--- src/common/ctb_cfg.svh ---
// constants for the counter/timer and baud generator clocking block
`ifndef CTB_CFG_SVH
`define CTB_CFG_SVH

// register indices, byte address is index * 4
`define CTB_IDX_AUX_CTRL 8'h04
`define CTB_IDX_CT0_PRE_HI 8'h16
`define CTB_IDX_CT0_PRE_LO 8'h17
`define CTB_IDX_CT1_PRE_HI 8'h1E
`define CTB_IDX_CT1_PRE_LO 8'h1F
`define CTB_IDX_CT0_SRC 8'h24
`define CTB_IDX_DIV_LO 8'h26
`define CTB_IDX_DIV_HI 8'h27
`define CTB_IDX_CT1_SRC 8'h2C
`define CTB_IDX_BRG_CTRL 8'h33

// bus and field layout
`define CTB_ADDR_W 10
`define CTB_BYTE_W 8
`define CTB_SRC_W 6
`define CTB_BRG_CTRL_W 4
`define CTB_BRG_RUN_BIT 3

// counter/timer clock select codes
`define CTB_SEL_PIN 4'h0
`define CTB_SEL_PIN16 4'h1
`define CTB_SEL_SYS1 4'h2
`define CTB_SEL_SYS2 4'h3
`define CTB_SEL_SYS16 4'h4
`define CTB_SEL_SYS32 4'h5
`define CTB_SEL_SYS64 4'h6
`define CTB_SEL_SYS128 4'h7
`define CTB_SEL_TX1X 4'h8
`define CTB_SEL_RXLOAD 4'hC

// baud generator clock select codes
`define CTB_BSEL_SYS1 3'h0
`define CTB_BSEL_SYS2 3'h1
`define CTB_BSEL_SYS16 3'h2
`define CTB_BSEL_SYS32 3'h3
`define CTB_BSEL_SYS64 3'h4
`define CTB_BSEL_SYS128 3'h5
`define CTB_BSEL_PIN 3'h6

// prescaler taps: top bit of the all-ones window
`define CTB_PRE_W 7
`define CTB_PRE_MSB2 0
`define CTB_PRE_MSB16 3
`define CTB_PRE_MSB32 4
`define CTB_PRE_MSB64 5
`define CTB_PRE_MSB128 6

// divide-by-16 last states and terminal count
`define CTB_DIV16_LAST 4'hF
`define CTB_CNT_TERM 16'h0001

// reset values
`define CTB_RST_SRC 6'h00
`define CTB_RST_AUX 6'h00
`define CTB_RST_DIV 16'h0000
`define CTB_RST_PRESET 16'h0000
`define CTB_RST_BRG_CTRL 4'h0

`endif

--- src/common/ctb_pkg.sv ---
// types shared by the counter/timer and baud generator clocking block
package ctb_pkg;

  typedef enum logic [1:0] {
    CTB_MODE_COUNTER = 2'h0,
    CTB_MODE_TIMER = 2'h1,
    CTB_MODE_RSVD = 2'h2,
    CTB_MODE_PULSE = 2'h3
  } ctb_mode_e;

  // mode and clock select of one counter/timer
  typedef struct packed {
    ctb_mode_e mode;
    logic [3:0] clksel;
  } ctb_ctrl_s;

  // per-cycle command to one counter/timer unit
  typedef struct packed {
    logic load;
    logic tick;
    ctb_mode_e mode;
    logic [15:0] preset;
  } ctb_ct_cfg_s;

endpackage : ctb_pkg

--- src/logic/ctb_ct_unit.sv ---
// one 16-bit counter/timer: counter, square-wave and pulse modes
`timescale 1ns/1ps
`include "ctb_cfg.svh"

module ctb_ct_unit
  import ctb_pkg::*;
(
  input wire logic mclk,
  input wire logic srst,
  input wire ctb_ct_cfg_s cfg,
  output logic [15:0] count,
  output logic out
);

  typedef struct packed {
    logic [15:0] count;
    logic out;
  } ctb_unit_s;

  ctb_unit_s st_reg;
  ctb_unit_s st_next;
  logic term;

  assign term = (st_reg.count <= `CTB_CNT_TERM);

  // next state of the down counter and its output
  always_comb begin
    st_next = st_reg;
    if (cfg.load) begin
      st_next.count = cfg.preset;
      st_next.out = 1'b0;
    end else if (cfg.tick) begin
      // RL12: reload every preset ticks
      st_next.count = term ? cfg.preset : st_reg.count - 16'h0001;
      unique case (cfg.mode)
        // RL4: counter sets edge
        CTB_MODE_COUNTER: st_next.out = st_reg.out | term;
        // RL5: toggle for square wave
        CTB_MODE_TIMER: st_next.out = term ? ~st_reg.out : st_reg.out;
        // RL6: one pulse per preset
        // RL7: high one input period
        CTB_MODE_PULSE: st_next.out = term;
        CTB_MODE_RSVD: st_next.out = st_reg.out;
      endcase
    end
  end

  // state register
  always_ff @(posedge mclk) begin
    if (srst) begin
      st_reg <= '{count: `CTB_RST_PRESET, out: 1'b0};
    end else begin
      st_reg <= st_next;
    end
  end

  assign count = st_reg.count;
  assign out = st_reg.out;
endmodule : ctb_ct_unit

--- src/logic/ctb_top.sv ---
// apb registers and clock selection for two counter/timers and the baud generator
//
// The APB register port was decided locally.
`timescale 1ns/1ps
`include "ctb_cfg.svh"

// Overview of operation
// RL1: divisor high byte register feeds generator
// RL2: divisor low byte register completes divisor
// RL3: two counter/timers, separate source registers
// RL4: mode 00 counts and gives edge
// RL5: mode 01 gives continuous square wave
// RL6: mode 11 pulses at double rate
// RL7: pulse lasts one input clock period
// RL8: clock select picks pin, prescale, tx
// RL9: code 1100 counts receive loads; reserved
// RL10: source write overrides auxiliary control
// RL11: generator divides; users divide sixteen more
// RL12: square wave period twice the preset
// RL13: preset registers write-only, reads show count
// RL14: run bit low holds generator reset
// RL15: generator reloads divisor at terminal count
// RL16: reserved codes stop clocking, hold count
module ctb_top
  import ctb_pkg::*;
(
  input wire logic mclk,
  input wire logic srst,
  input wire logic psel,
  input wire logic penable,
  input wire logic pwrite,
  input wire logic [`CTB_ADDR_W-1:0] paddr,
  input wire logic [31:0] pwdata,
  output logic [31:0] prdata,
  output logic pready,
  output logic pslverr,
  input wire logic ct0_ext_clock_pin,
  input wire logic ct1_ext_clock_pin,
  input wire logic brg_ext_clock_pin,
  input wire logic transmitter_1x_clock,
  input wire logic rx_fifo_load,
  output logic ct0_out,
  output logic ct1_out,
  output logic brg_16x_tick,
  output logic brg_1x_tick
);

  typedef struct packed {
    logic [2:0][2:0] pin_sync;
    logic [2:0] pin_lvl;
    logic [1:0][3:0] ext_div;
    ctb_ctrl_s [1:0] ct_src;
    logic [1:0][15:0] ct_preset;
    logic [1:0] ct_own;
    ctb_ctrl_s aux;
    logic [15:0] divisor;
    logic [`CTB_BRG_CTRL_W-1:0] brg_ctrl;
    logic [`CTB_PRE_W-1:0] prescale;
    logic tx1x_d;
    logic [15:0] brg_cnt;
    logic [3:0] brg_sub;
    logic brg_tick;
    logic rxtx_tick;
    logic pready;
    logic pslverr;
    logic [31:0] prdata;
  } ctb_top_s;

  ctb_top_s st_reg;
  ctb_top_s st_next;
  logic [2:0] pin_in;
  logic [2:0] pin_edge;
  logic [1:0] ext16_edge;
  logic [`CTB_PRE_W-1:0] pre;
  logic [5:0] sys_en;
  logic tx_edge;
  logic setup;
  logic wr_fire;
  logic [7:0] idx;
  logic mapped;
  logic [1:0] src_wr;
  logic [1:0] pre_wr;
  ctb_ctrl_s [1:0] ct_eff;
  logic [1:0] ct_tick;
  ctb_ct_cfg_s [1:0] ct_cfg;
  logic [1:0][15:0] ct_count;
  logic [1:0] ct_out;
  logic brg_en;
  logic brg_run;
  logic [7:0] wbyte;
  logic [31:0] rdata;

  assign pin_in = {brg_ext_clock_pin, ct1_ext_clock_pin, ct0_ext_clock_pin};
  assign pre = st_reg.prescale;
  assign wbyte = pwdata[`CTB_BYTE_W-1:0];

  // rising edges of the filtered pin levels, from registered stages only
  always_comb begin
    for (int p = 0; p < 3; p++) begin
      pin_edge[p] = st_reg.pin_sync[p][1] & st_reg.pin_sync[p][2] & ~st_reg.pin_lvl[p];
    end
  end
  assign tx_edge = transmitter_1x_clock & ~st_reg.tx1x_d;

  // system clock enables for /1, /2, /16, /32, /64, /128
  assign sys_en = {&pre[`CTB_PRE_MSB128:0], &pre[`CTB_PRE_MSB64:0], &pre[`CTB_PRE_MSB32:0],
                   &pre[`CTB_PRE_MSB16:0], pre[`CTB_PRE_MSB2], 1'b1};

  // apb decode, one wait-free access phase
  assign setup = psel & ~penable;
  assign wr_fire = psel & penable & st_reg.pready & pwrite;
  assign idx = paddr[`CTB_ADDR_W-1:2];

  always_comb begin
    mapped = 1'b0;
    if (paddr[1:0] == 2'h0) begin
      unique case (idx)
        `CTB_IDX_AUX_CTRL, `CTB_IDX_CT0_PRE_HI, `CTB_IDX_CT0_PRE_LO,
        `CTB_IDX_CT1_PRE_HI, `CTB_IDX_CT1_PRE_LO, `CTB_IDX_CT0_SRC,
        `CTB_IDX_DIV_LO, `CTB_IDX_DIV_HI, `CTB_IDX_CT1_SRC,
        `CTB_IDX_BRG_CTRL: mapped = 1'b1;
        default: mapped = 1'b0;
      endcase
    end
  end

  // RL3: separate source registers
  assign src_wr[0] = wr_fire & mapped & (idx == `CTB_IDX_CT0_SRC);
  assign src_wr[1] = wr_fire & mapped & (idx == `CTB_IDX_CT1_SRC);
  assign pre_wr[0] = wr_fire & mapped &
                     ((idx == `CTB_IDX_CT0_PRE_HI) | (idx == `CTB_IDX_CT0_PRE_LO));
  assign pre_wr[1] = wr_fire & mapped &
                     ((idx == `CTB_IDX_CT1_PRE_HI) | (idx == `CTB_IDX_CT1_PRE_LO));

  // counter/timer clock select, reserved codes give no tick
  function automatic logic ct_sel_tick(input logic [3:0] sel, input logic pin,
                                       input logic pin16, input logic tx,
                                       input logic rxld, input logic [5:0] sys);
    logic t;
    t = 1'b0;
    case (sel)
      `CTB_SEL_PIN: t = pin;
      `CTB_SEL_PIN16: t = pin16;
      `CTB_SEL_SYS1: t = sys[0];
      `CTB_SEL_SYS2: t = sys[1];
      `CTB_SEL_SYS16: t = sys[2];
      `CTB_SEL_SYS32: t = sys[3];
      `CTB_SEL_SYS64: t = sys[4];
      `CTB_SEL_SYS128: t = sys[5];
      `CTB_SEL_TX1X: t = tx;
      // RL9: receive loads counted
      `CTB_SEL_RXLOAD: t = rxld;
      default: t = 1'b0;
    endcase
    return t;
  endfunction : ct_sel_tick

  // baud generator clock select
  function automatic logic brg_sel_tick(input logic [2:0] sel, input logic pin,
                                        input logic [5:0] sys);
    logic t;
    t = 1'b0;
    case (sel)
      `CTB_BSEL_SYS1: t = sys[0];
      `CTB_BSEL_SYS2: t = sys[1];
      `CTB_BSEL_SYS16: t = sys[2];
      `CTB_BSEL_SYS32: t = sys[3];
      `CTB_BSEL_SYS64: t = sys[4];
      `CTB_BSEL_SYS128: t = sys[5];
      `CTB_BSEL_PIN: t = pin;
      default: t = 1'b0;
    endcase
    return t;
  endfunction : brg_sel_tick

  // per-unit source, tick and command
  always_comb begin
    for (int i = 0; i < 2; i++) begin
      ext16_edge[i] = pin_edge[i] & (st_reg.ext_div[i] == `CTB_DIV16_LAST);
      // RL10: own source overrides auxiliary
      ct_eff[i] = st_reg.ct_own[i] ? st_reg.ct_src[i] : st_reg.aux;
      // RL8: pick the input clock
      ct_tick[i] = ct_sel_tick(ct_eff[i].clksel, pin_edge[i], ext16_edge[i], tx_edge,
                               rx_fifo_load, sys_en);
      // RL16: reserved mode never ticks
      if (ct_eff[i].mode == CTB_MODE_RSVD) begin
        ct_tick[i] = 1'b0;
      end
      ct_cfg[i].load = src_wr[i] | pre_wr[i];
      ct_cfg[i].tick = ct_tick[i];
      ct_cfg[i].mode = ct_eff[i].mode;
      ct_cfg[i].preset = st_next.ct_preset[i]; // byte written now reloads at once
    end
  end

  // the two counter/timers
  genvar g;
  generate
    for (g = 0; g < 2; g++) begin : g_ct
      ctb_ct_unit u_ct (
        .mclk(mclk),
        .srst(srst),
        .cfg(ct_cfg[g]),
        .count(ct_count[g]),
        .out(ct_out[g])
      );
    end
  endgenerate

  // read data mux, captured in the setup cycle
  always_comb begin
    rdata = 32'h0000_0000;
    unique case (idx)
      `CTB_IDX_AUX_CTRL: rdata[`CTB_SRC_W-1:0] = st_reg.aux;
      // RL13: preset reads show live count
      `CTB_IDX_CT0_PRE_HI: rdata[7:0] = ct_count[0][15:8];
      `CTB_IDX_CT0_PRE_LO: rdata[7:0] = ct_count[0][7:0];
      `CTB_IDX_CT1_PRE_HI: rdata[7:0] = ct_count[1][15:8];
      `CTB_IDX_CT1_PRE_LO: rdata[7:0] = ct_count[1][7:0];
      `CTB_IDX_CT0_SRC: rdata[`CTB_SRC_W-1:0] = st_reg.ct_src[0];
      `CTB_IDX_DIV_LO: rdata[7:0] = st_reg.divisor[7:0];
      `CTB_IDX_DIV_HI: rdata[7:0] = st_reg.divisor[15:8];
      `CTB_IDX_CT1_SRC: rdata[`CTB_SRC_W-1:0] = st_reg.ct_src[1];
      `CTB_IDX_BRG_CTRL: rdata[`CTB_BRG_CTRL_W-1:0] = st_reg.brg_ctrl;
      default: rdata = 32'h0000_0000;
    endcase
    if (!mapped) begin
      rdata = 32'h0000_0000;
    end
  end

  assign brg_run = st_reg.brg_ctrl[`CTB_BRG_RUN_BIT];
  assign brg_en = brg_sel_tick(st_reg.brg_ctrl[2:0], pin_edge[2], sys_en);

  // next state of the whole block
  always_comb begin
    st_next = st_reg;
    // three-stage pin filter, level taken when stages two and three agree
    for (int p = 0; p < 3; p++) begin
      st_next.pin_sync[p] = {st_reg.pin_sync[p][1:0], pin_in[p]};
      if (st_reg.pin_sync[p][1] == st_reg.pin_sync[p][2]) begin
        st_next.pin_lvl[p] = st_reg.pin_sync[p][2];
      end
    end
    for (int i = 0; i < 2; i++) begin
      if (pin_edge[i]) begin
        st_next.ext_div[i] = st_reg.ext_div[i] + 4'h1;
      end
    end
    st_next.prescale = st_reg.prescale + 7'h01;
    st_next.tx1x_d = transmitter_1x_clock;

    // apb handshake: answer in the cycle after setup
    st_next.pready = setup;
    st_next.pslverr = setup & ~mapped;
    st_next.prdata = (setup & ~pwrite) ? rdata : 32'h0000_0000;

    if (wr_fire & mapped) begin
      unique case (idx)
        `CTB_IDX_AUX_CTRL: st_next.aux = wbyte[`CTB_SRC_W-1:0];
        `CTB_IDX_CT0_PRE_HI: st_next.ct_preset[0][15:8] = wbyte;
        `CTB_IDX_CT0_PRE_LO: st_next.ct_preset[0][7:0] = wbyte;
        `CTB_IDX_CT1_PRE_HI: st_next.ct_preset[1][15:8] = wbyte;
        `CTB_IDX_CT1_PRE_LO: st_next.ct_preset[1][7:0] = wbyte;
        `CTB_IDX_CT0_SRC: begin
          st_next.ct_src[0] = wbyte[`CTB_SRC_W-1:0];
          st_next.ct_own[0] = 1'b1;
        end
        // RL2: low divisor byte
        `CTB_IDX_DIV_LO: st_next.divisor[7:0] = wbyte;
        // RL1: high divisor byte
        `CTB_IDX_DIV_HI: st_next.divisor[15:8] = wbyte;
        `CTB_IDX_CT1_SRC: begin
          st_next.ct_src[1] = wbyte[`CTB_SRC_W-1:0];
          st_next.ct_own[1] = 1'b1;
        end
        `CTB_IDX_BRG_CTRL: st_next.brg_ctrl = wbyte[`CTB_BRG_CTRL_W-1:0];
        default: st_next.aux = st_reg.aux;
      endcase
    end

    // baud generator
    st_next.brg_tick = 1'b0;
    st_next.rxtx_tick = 1'b0;
    if (!brg_run) begin
      // RL14: held reset while stopped
      st_next.brg_cnt = st_reg.divisor;
      st_next.brg_sub = 4'h0;
    end else if (brg_en) begin
      if (st_reg.brg_cnt <= `CTB_CNT_TERM) begin
        // RL15: reload at terminal count
        st_next.brg_cnt = st_reg.divisor;
        st_next.brg_tick = 1'b1;
        // RL11: further divide by sixteen
        st_next.brg_sub = st_reg.brg_sub + 4'h1;
        st_next.rxtx_tick = (st_reg.brg_sub == `CTB_DIV16_LAST);
      end else begin
        st_next.brg_cnt = st_reg.brg_cnt - 16'h0001;
      end
    end
  end

  // state register
  always_ff @(posedge mclk) begin
    if (srst) begin
      st_reg <= '0;
      st_reg.ct_src <= {`CTB_RST_SRC, `CTB_RST_SRC};
      st_reg.ct_preset <= {`CTB_RST_PRESET, `CTB_RST_PRESET};
      st_reg.aux <= `CTB_RST_AUX;
      st_reg.divisor <= `CTB_RST_DIV;
      st_reg.brg_ctrl <= `CTB_RST_BRG_CTRL;
      st_reg.brg_cnt <= `CTB_RST_DIV;
    end else begin
      st_reg <= st_next;
    end
  end

  // outputs straight from flops
  assign prdata = st_reg.prdata;
  assign pready = st_reg.pready;
  assign pslverr = st_reg.pslverr;
  assign ct0_out = ct_out[0];
  assign ct1_out = ct_out[1];
  assign brg_16x_tick = st_reg.brg_tick;
  assign brg_1x_tick = st_reg.rxtx_tick;
endmodule : ctb_top

--- config.mk ---
export PLATFORM = sky130hd
export DESIGN_NAME = ctb_top
export DESIGN_NICKNAME = d
export VERILOG_FILES = /design/src/common/ctb_pkg.sv /design/src/logic/ctb_ct_unit.sv /design/src/logic/ctb_top.sv
export VERILOG_INCLUDE_DIRS = /design/src /design/src/common
export SDC_FILE = /design/constraint.sdc
export NUM_CORES = 1
export LEC_CHECK = 0
export ABC_AREA = 1
export BUFFER_PORTS_ARGS = -buffer_cell sky130_fd_sc_hd__buf_2
export CELL_PAD_IN_SITES_DETAIL_PLACEMENT = 1
export CELL_PAD_IN_SITES_GLOBAL_PLACEMENT = 2
export CORE_MARGIN = 5
export CORE_UTILIZATION = 33
export CTS_CLUSTER_DIAMETER = 80
export CTS_CLUSTER_SIZE = 24
export DETAILED_ROUTE_END_ITERATION = 7
export GPL_ROUTABILITY_DRIVEN = 0
export PLACE_DENSITY_LB_ADDON = 0.1
export SLEW_MARGIN = 15
export SYNTH_ARGS = -nofsm -noshare
export SYNTH_HDL_FRONTEND = slang
export SYNTH_HIERARCHICAL = 1
export SYNTH_SLANG_ARGS = --single-unit
--- constraint.sdc ---
create_clock -name mclk -period 2.8 [get_ports mclk]
set_clock_uncertainty 0.2 [all_clocks]
set_input_delay 0.28 -clock mclk [delete_from_list [all_inputs] [get_ports mclk]]
set_output_delay 0.28 -clock mclk [all_outputs]
set_load 0.02 [all_outputs]
Word-level counts from Yosys, hierarchy flattened
Index checks and enable logic that the tools add are counted.
- add/subtract/negate cells: 7
- magnitude comparators: 3
- eq/ne operators: 49
- mux-type cells: 37
- bitwise operators: 41
- reduce and logical (&&, ||, !) cells: 29
- operators with widths (kind ; count):
    $mux W17 ; 4
    $mux W60 ; 1
    $le A16 B1 Y1 const B ; 3
    $mux W16 ; 3
    $mux W8 ; 6
    $sub A16 B1 Y16 const B ; 3
    $eq A8 B6 Y1 const B ; 5
    $pmux W4 S10 ; 1
    $eq A4 B3 Y1 const B ; 8
    $eq A8 B5 Y1 const B ; 4
    $eq A4 B4 Y1 const B ; 7
    $mux W6 ; 4
    $mux W22 ; 1
    $and A1 B1 Y1 ; 20
    $mux W20 ; 1
    $pmux W1 S10 ; 2
    $pmux W2 S9 ; 1
    $eq A4 B2 Y1 const B ; 4
    $not A1 Y1 ; 15
    $reduce_and A2 Y1 ; 7
    $add A4 B1 Y4 const B ; 3
    $pmux W2 S6 ; 1
    $reduce_or A10 Y1 ; 1
    $eq A3 B3 Y1 const B ; 3
    26 further kinds ; 58
- register bits: 190

Logic depth before layout (Yosys ltp)
Gate-level depths: netlist (run 1).
- word-level depth: 9
- gate-level depth with buffers: 20
- gate-level depth less buffers: 16

Cells and area by module
The synthesis (run 1) kept the hierarchy.
- modules (own cells, without submodules) (module ; instances ; cells each ; area each (um^2)):
    ctb_top ; 1 ; 1175 ; 7542.2
    ctb_ct_unit (g_ct[1].u_ct) ; 1 ; 245 ; 1552.7
    ctb_ct_unit (g_ct[0].u_ct) ; 1 ; 239 ; 1522.7

Least setup slack after synthesis (run 1)
Ideal clock, no wire load.
- path kind: input-to-reg
- start point: in paddr[4]
- end point: reg g_ct[1].u_ct.st_reg (netlist bit g_ct[1].u_ct/count[0])
- library setup time: 67 ps
- arrival: 2279 ps
- required time: 2533 ps
- setup slack: 254 ps
- stages on the path: 15
- path buffers: 4
- path through: nand2_1 > nor2_1 > nand2_2 > nand2_1 > nor2_2 > nand3_4 > buf_8 > nand3_4 > buf_6 > a31oi_1 > buf_2 > nor2_2 > clkbuf_1 > a22oi_1 > a21oi_2
- RTL lines (what ; line ; RTL):
    start: declaration ; ctb_top.sv:32 ; input wire logic [`CTB_ADDR_W-1:0] paddr,
    end signal: assignment ; ctb_ct_unit.sv:51 ; st_reg <= '{count: `CTB_RST_PRESET, out: 1'b0};
    end signal: assignment ; ctb_ct_unit.sv:53 ; st_reg <= st_next;
    end: declaration ; ctb_ct_unit.sv:20 ; ctb_unit_s st_reg;

==> results of run 1 <==
==> final timing paths <==
check        slack, ns          from                     end
max               0.24        pre[0]  g_ct[1].u_ct/count[14]
min               0.02     pwdata[0]              st_reg[64]
max reg2reg       0.24        pre[0]  g_ct[1].u_ct/count[14]
min reg2reg       0.21  st_next[151]            st_next[152]
==> synthesized netlist by cell type (8+ instances only) <==
master,number,share of area (%)
nand4_1,41,2.4
nand3b_1,11,0.78
a21oi_1,89,4.2
o21ai_0,104,4.9
a21oi_2,15,1.2
nor2_4,10,1.1
ha_1,13,1.5
nor3_1,15,0.71
buf_2,15,0.71
nand2_4,12,1.3
inv_1,200,7.1
inv_2,8,0.28
nand3_2,21,2.0
dfxtp_1,166,31
clkbuf_1,28,0.99
nand2_1,412,15
nor2_2,14,0.82
nand2_2,14,0.82
a22oi_1,32,2.3
buf_4,35,2.5
nor2_1,240,8.5
nand3_1,93,4.4
==> worst reg2reg max path, delay by kind of cell, from the launching register on <==
family,cells,cell delay (ns)
buffers and inverters,4,0.41
adders and majority gates,1,0.18
DFF,1,0.37
and+or+nand+nor,9,1.01
AOI/OAI and AO/OA,3,0.33
==> kinds of logic (layout without fill, tap and decap cells) <==
family / count (synthesis) / after routing / share of synthesized area [%]
other: 1 / 24 / 0.0353
AND/OR/NAND/NOR: 901 / 901 / 39.2
AO/OA/AOI/OAI: 269 / 269 / 14.7
XOR/XNOR: 8 / 8 / 0.660
multiplexers: 1 / 1 / 0.0943
adder cells (fa/ha/maj): 13 / 13 / 1.53
flip-flops: 166 / 166 / 31.3
buffers and inverters: 300 / 347 / 12.5
==> through the flow <==
stage,worst slack [ns],instances
after floorplan,0.254,1682
after global placement,0.115,2085
after detailed placement,0.0406,2085
after CTS,0.0118,2127
after global routing,0.0118,2131
final,0.238,2131
==> power groups by stage <==
stage / Combinational (mW) / Clock (mW) / Sequential (mW)
6_report: 0.248 / 2.51 / 2.38
5_1_grt: 0.270 / 2.66 / 2.38
4_1_cts: 0.249 / 2.59 / 2.38
3_5_place_dp: 0.236 / 0 / 2.44
3_3_place_gp: 0.235 / 0 / 2.44
2_1_floorplan: 0.151 / 0 / 2.44
==> timing repair <==
item	in CTS	in global routing
endpoints found under the setup margin	0	32
buffers inserted	0	4
gates resized for setup	0	4
endpoints found under the hold margin	24	0
hold buffers	11	0
==> layer usage <==
metal	wire length, um	track usage [%]	vias to the layer above
met3	1020	3.21	46
li1	-	-	5406
met4	984	6.87	0
met5	0	0	-
met1	18500	28.9	5062
met2	18200	35.9	139
==> final cells by class <==
| class | count | area [sq um] |
|---|---|---|
| inverters | 209 | 785 |
| fillers | 4133 | 19500 |
| well taps | 402 | 503 |
| repair buffers | 107 | 806 |
| clock inverters | 12 | 141 |
| flip-flops and latches | 166 | 3320 |
| clock buffers | 19 | 453 |
| multi-input cells | 1216 | 6100 |
==> impl_results.md, run 1 <==
* Synth unique cells at 47
* Worst Tran Pin Value at 0.670 ns
* CTS Sinks at 166
* Post-synth EDFFs at 0
* Starting density of the core at 33.6%
* Pin count of the biggest net entering global routing at 78
* Total power at 5.14 mW
* Final hold vios at 0
* I/O Pins at 90
* Max Freq at 390 MHz
* Max transition margin at 55.3%
* NumNets Final at 1782
* PwrDens at 424 nW/um^2
* Number of setup violations in the final report at 0
* Placed Area at 11400 sq um
* Yosys reg bits at 166
* Utilization after layout at 38.3%
* Sequential power share at 46.4%
* Die Span X at 189 um
* Die area at 35900 sq um
* Clk pin slew, worst setup/hold paths at 0.07 ns
* Min Clock Period, post-route at 2.56 ns
* Hold depth at 3
* Comb power frac at 4.8%
* Post-Syn Area at 10600 sq um
* Ant. Diodes at 0
* Min-delay worst type: in2reg
* Sw Ratio at 25.8%
* Largest delay contributor family on the critical path: simple AND/OR/NAND/NOR gates
* Vias post-DR at 10.7k
* Top_reg_cell synth: dfxtp_1
* Antenna violations before repair at 0
* Top cell by count, worst path: nand2_1
* Startpoint Class: flop
* Starting DRT DRC Count at 516
* Share of layout cells above drive strength 1 at 13.9%
* IO Port Bufs at 41
* First-pass GRT wire length at 61000 um
* Die extent in y at 189 um
* Clk buf depth at 2
* WL final at 38700 um
* Post-route cell area at 12100 sq um
* Post-Syn Instances at 1659
* Net Sw Power at 1.33 mW
* Hold Slack at 0.0206 ns
* Final ANT Viol Nets at 0
* Max Cap Viol at 0
* Crit path max fanout at 15
* Core ar. at 31600 sq um
* Clock share of power at 48.8%
* Tcrit/Tclk final at 91.5%
* Crit path largest cell delay at 0.37 ns
* RSZ-0062 raised after global routing: no
* Synth warnings at 6
* Clock Latency Late Sink at 0.46 ns
* Worst EP arrival at 2.74 ns
* Setup TNS at 0 ns
* DR pass1 iterations at 5
* Clock buffer count from CTS at 17
* Detailed Place HPWL at 28400 um
* Number of cells on the critical path at 17
* Most frequent cells in the layout: nand2_1 (412), nor2_1 (236), inv_1 (200)
* Grt ovf at 0
* Htree depth at 4
* Sequential cell area fraction in the yosys report at 31.3%
* FF-to-FF path depth at 17
* Vias per cell at 5.00
* Async SR Flop Fraction at 0%
* Area growth from synthesis to layout at 14.0%
* Outcome: finished clean
* Internal at 3.81 mW
* CP Capture Type: flop
* DR DRC count at 0
* CP Buf/Inv Count at 4
* CTS root buf: clkbuf_16
* Critical Path RT at 2.98 ns
* Critical path class: reg2reg
* Max Slew Vio Count at 0
* Avg Inst Size Synth at 6.40 sq um
* Largest register FFs at 106
* Slowest CP cell: dfxtp_1
* Peak supply drop at 0.435 mV
* Most common cell after layout, fill and taps aside: nand2_1
* Global-route usage over all layers at 21.6%
* P_leak at 5.72 nW
* CTS tree: yes
* Vias in the first global route at 10.8k
* Wirelength per Cell at 18.1 um
* Crit path cell chain: ha_1 -> nand2_1 -> nor2_4 -> buf_4 -> o21ai_0 -> o22ai_1 -> nand2_1 -> nand3_1 -> nand2_1 -> nor2_2 -> nand2_1 -> inv_2 -> buf_12 -> nand2_1 -> inv_1 -> nand2_1 -> a21oi_1
* FP Rows at 65
Power figures use the tool's default switching activity.
==> run 2, diff against run 1 <==
--- a/config.mk
+++ b/config.mk
@@ -16,7 +16,7 @@
 export CTS_CLUSTER_SIZE = 24
 export DETAILED_ROUTE_END_ITERATION = 7
 export GPL_ROUTABILITY_DRIVEN = 0
-export PLACE_DENSITY_LB_ADDON = 0.1
+export PLACE_DENSITY = 0.85
 export SLEW_MARGIN = 15
 export SYNTH_ARGS = -nofsm -noshare
 export SYNTH_HDL_FRONTEND = slang
==> impl_results.md, run 2 (synthesis gave the netlist of run 1 again) <==
* NumNets Final at 1766
* IO Port Bufs at 41
* Clock buffer count from CTS at 17
* DR pass1 iterations at 5
* Register area at 3320 sq um
* CTS tree: yes
* Core ar. at 31600 sq um
* DR DRC count at 0
* Crit path max fanout at 16
* Clock Latency Late Sink at 0.46 ns
* Share of layout cells above drive strength 1 at 13.2%
* RSZ-0062 raised after global routing: no
* Critical path class: reg2reg
* Top cell by count, worst path: nand2_1
* Number of setup violations in the final report at 0
* RR Startpoint: pre[0]
* Slowest CP cell: dfxtp_1
* Tcrit/Tclk final at 90.6%
* Setup TNS at 0 ns
* P_leak at 5.62 nW
* Max Freq at 394 MHz
* Area growth from synthesis to layout at 12.5%
* Vias per cell at 5.15
* I/O Pins at 90
* Final hold vios at 0
* Crit path largest cell delay at 0.33 ns
* Most frequent cells in the layout: nand2_1 (412), nor2_1 (236), inv_1 (200)
* Max Cap Viol at 0
* Vias post-DR at 10.9k
* First-pass GRT wire length at 59500 um
* Grt ovf at 0
* Startpoint Class: flop
* Largest delay contributor family on the critical path: buffers and inverters
* WL final at 37400 um
* Antenna violations before repair at 0
* CP Buf/Inv Count at 6
* CTS Sinks at 166
* Min-delay worst type: in2reg
* Crit path cell chain: ha_1 -> nand2_1 -> nor2_4 -> inv_1 -> nor2_1 -> buf_4 -> o211ai_1 -> a21oi_1 -> buf_4 -> inv_2 -> nor2_2 -> buf_12 -> nand2_1 -> inv_1 -> nand2_1 -> a21oi_1
* Die area at 35900 sq um
* Number of cells on the critical path at 16
* Die extent in y at 189 um
* Fin cells at 2116
* Hold depth at 3
* Crit path launch: pre[0]
* Peak supply drop at 0.405 mV
* Hold path start: pwdata[2]
* Largest register FFs at 106
* Pin count of the biggest net entering global routing at 100
* PwrDens at 423 nW/um^2
* Htree depth at 4
* Vias in the first global route at 10.9k
* Final ANT Viol Nets at 0
* CP Capture Type: flop
* Wirelength per Cell at 17.7 um
* Pre-CTS setup slack at -0.0380 ns
* Global-route usage over all layers at 20.7%
* Min Clock Period, post-route at 2.54 ns
* Clk pin slew, worst setup/hold paths at 0.07 ns
* CTS root buf: clkbuf_16
* FILL cells at 4113
* Worst Tran Pin Value at 0.679 ns
* Starting density of the core at 33.6%
* Max Slew Vio Count at 0
* FF-to-FF path depth at 16
* PnR worst setup slack at 0.263 ns
* Clk buf depth at 2
* Critical Path RT at 2.98 ns
* Most common cell after layout, fill and taps aside: nand2_1
* Max transition margin at 54.7%
* # placed instances at 2071
* Worst EP arrival at 2.72 ns
* Area of the multi-input gates at 6090 sq um
* Die Span X at 189 um
* FP Rows at 65
* Detailed Place HPWL at 27100 um
* Starting DRT DRC Count at 626
* Outcome: finished clean
* Ant. Diodes at 0
run 2: area by class of cell:
type	count	share of cell area, %
Clock buffer	18	3.68
Clock inverter	14	1.15
Inverter	209	6.57
Multi-Input combinational cell	1216	51.0
Sequential cell	166	27.8
Tap cell	402	4.21
Timing Repair Buffer	91	5.59
run 2: layer usage:
layer	wire length, um	global-route usage [%]	vias up	share of wire [%]
li1	-	-	5372	-
met1	17100	26.5	5301	46
met2	18200	36.0	170	49
met3	1130	3.08	51	3.0
met4	909	6.37	0	2.4
met5	0	0	-	0
run 2: repair_timing:
| action | 4_1_cts | 5_1_grt |
|---|---|---|
| pin swaps | 0 | 2 |
| hold buffers | 9 | 0 |
| gates resized for setup | 1 | 4 |
| endpoints found under the hold margin | 20 | 0 |
| setup endpoints to repair | 15 | 31 |
| buffers inserted | 0 | 4 |
run 2: worst paths after layout:
kind                                               end  slack, ns
worst max-delay path            g_ct[0].u_ct/count[12]       0.26
worst min-delay path                        st_reg[78]       0.01
worst max register to register  g_ct[0].u_ct/count[12]       0.26
worst min register to register            st_next[152]       0.21
run 2: metrics by stage:
step	area, sq um	utilization (%)	total power [mW]	hold slack [ns]
finish	11900	37.8	5.06	0.0115
global route	11900	37.8	5.23	0.0190
CTS	11900	37.6	5.13	0.00517
detailed placement	11200	35.5	2.67	0.196
global placement	11200	35.5	2.67	0.199
floorplan	10700	-	2.59	0.187
run 2: tightest hold or removal path: cells and delay by family:
family | cells | cell delay (ns)
and+or+nand+nor | 2 | 0.17
buffers and inverters | 1 | 0.18
run 2: report_power, final:
part	leakage [nW]	internal (mW)	total, mW	switching, mW
Clock	0.278	1.27	2.44	1.16
Combinational	4.01	0.0591	0.240	0.181
Sequential	1.34	2.37	2.38	0.00842
==> run 3, diff against run 2 <==
--- a/config.mk
+++ b/config.mk
@@ -16,7 +16,7 @@
 export CTS_CLUSTER_SIZE = 24
 export DETAILED_ROUTE_END_ITERATION = 7
 export GPL_ROUTABILITY_DRIVEN = 0
-export PLACE_DENSITY = 0.85
+export PLACE_DENSITY = 0.79
 export SLEW_MARGIN = 15
 export SYNTH_ARGS = -nofsm -noshare
 export SYNTH_HDL_FRONTEND = slang
==> impl_results.md, run 3 (synthesis gave the netlist of run 1 again) <==
* Outcome: finished clean
* Htree depth at 4
* Vias post-DR at 10.7k
* Utilization after layout at 37.8%
* Number of setup violations in the final report at 0
* Final ANT Viol Nets at 0
* P_leak at 5.62 nW
* CTS root buf: clkbuf_16
* Post-route cell area at 11900 sq um
* Tcrit/Tclk final at 91.7%
* First-pass GRT wire length at 59800 um
* Grt ovf at 0
* Worst EP arrival at 2.74 ns
* PwrDens at 426 nW/um^2
* Clock Latency Late Sink at 0.45 ns
* DR pass1 iterations at 4
* Pre-CTS setup slack at 0.0633 ns
* PnR worst setup slack at 0.233 ns
* Clk pin slew, worst setup/hold paths at 0.08 ns
* WL final at 37100 um
* Placed Area at 11200 sq um
* RSZ-0062 raised after global routing: no
* Clock buffer count from CTS at 17
* Detailed Place HPWL at 27200 um
* Wirelength per Cell at 17.5 um
* Vias in the first global route at 11.0k
* Min Clock Period, post-route at 2.57 ns
* Share of layout cells above drive strength 1 at 13.0%
* Area growth from synthesis to layout at 12.5%
* Min-delay worst type: in2reg
* Global-route usage over all layers at 20.9%
* Worst Tran Pin Value at 0.647 ns
* FP Rows at 65
* Die area at 35900 sq um
* CTS Sinks at 166
* Starting density of the core at 33.6%
* Vias per cell at 5.05
* CP Capture Type: flop
* Critical Path RT at 2.97 ns
* Largest register FFs at 106
* Max Slew Vio Count at 0
* Core ar. at 31600 sq um
* Met3 WL at 1060 um
* M1 WL at 17500 um
* Setup TNS at 0 ns
* Max transition margin at 56.8%
* Clk buf depth at 2
* Pin count of the biggest net entering global routing at 100
* Die Span X at 189 um
* R2R setup slack at 0.23 ns
* Most common cell after layout, fill and taps aside: nand2_1
* Total length of routed met2 wires at 17500 um
* I/O Pins at 90
* Crit path max fanout at 16
* DR DRC count at 0
* Critical path class: reg2reg
* Peak supply drop at 0.418 mV
* Startpoint Class: flop
* Total power at 5.09 mW
* Final hold vios at 0
* Max Cap Viol at 0
* Starting DRT DRC Count at 493
* Most frequent cells in the layout: nand2_1 (411), nor2_1 (237), inv_1 (200)
* Die extent in y at 189 um
* Ant. Diodes at 0
* IO Port Bufs at 41
* Max Used Layer: met4
* NumNets Final at 1766
* CTS tree: yes
* Max Freq at 390 MHz
* Antenna violations before repair at 0
-- run 3: changes by cell type in the layout (fill, tap and decap cells not counted), sizes merged --
cell and change:
clkinv -1, bufinv +1, buf -3, dlygate4sd3 +3
-- run 3: metal layers --
| layer | up-vias | global-route usage [%] |
|---|---|---|
| li1 | 5360 | - |
| met1 | 5129 | 27.7 |
| met2 | 150 | 34.8 |
| met3 | 44 | 3.15 |
| met4 | 0 | 7.15 |
| met5 | - | 0 |
-- run 3: metrics by stage --
step,hold WS [ns],cells
6_report,0.0274,2116
5_1_grt,0.0203,2116
4_1_cts,0.00195,2114
3_5_place_dp,0.198,2070
3_3_place_gp,0.200,2070
2_1_floorplan,0.187,1682
-- run 3: cell type report --
class | instances | area [sq um]
repair buffers | 91 | 651
clock inverters | 14 | 163
fillers | 4148 | 19700
flip-flops and latches | 166 | 3320
inverters | 209 | 785
clock buffers | 18 | 429
multi-input cells | 1216 | 6090
well taps | 402 | 503
-- run 3: report_power, final --
part / internal [mW] / leakage, nW / switching [mW]
sequential: 2.37 / 1.34 / 0.00835
clock: 1.34 / 0.282 / 1.13
combinational: 0.0594 / 3.99 / 0.183
total: 3.77 / 5.62 / 1.32
-- run 3: repair_timing --
action,CTS,global route
gates resized for setup,0,5
hold endpoints to repair,21,0
buffers inserted,0,2
setup endpoints to repair,0,33
hold buffers,12,0
-- run 3: path summary, 6_finish.rpt --
kind,cells after the start,endpoint,startpoint
worst max-delay path,11,g_ct[1].u_ct/count[5],st_reg[91]
worst min-delay path,3,st_reg[84],pwdata[0]
worst max register to register,11,g_ct[1].u_ct/count[5],st_reg[91]
worst min register to register,2,st_next[155],st_next[154]
-- run 3: critical path, stage by stage, from the launching register on --
cell	delay, ns
dfxtp_1	0.50
nand2_1	0.10
o21ai_0	0.15
inv_1	0.16
o21ai_0	0.19
o211ai_1	0.12
a21oi_1	0.18
nor2_2	0.08
buf_4	0.14
nor2_4	0.37
a22oi_1	0.16
a21oi_2	0.16
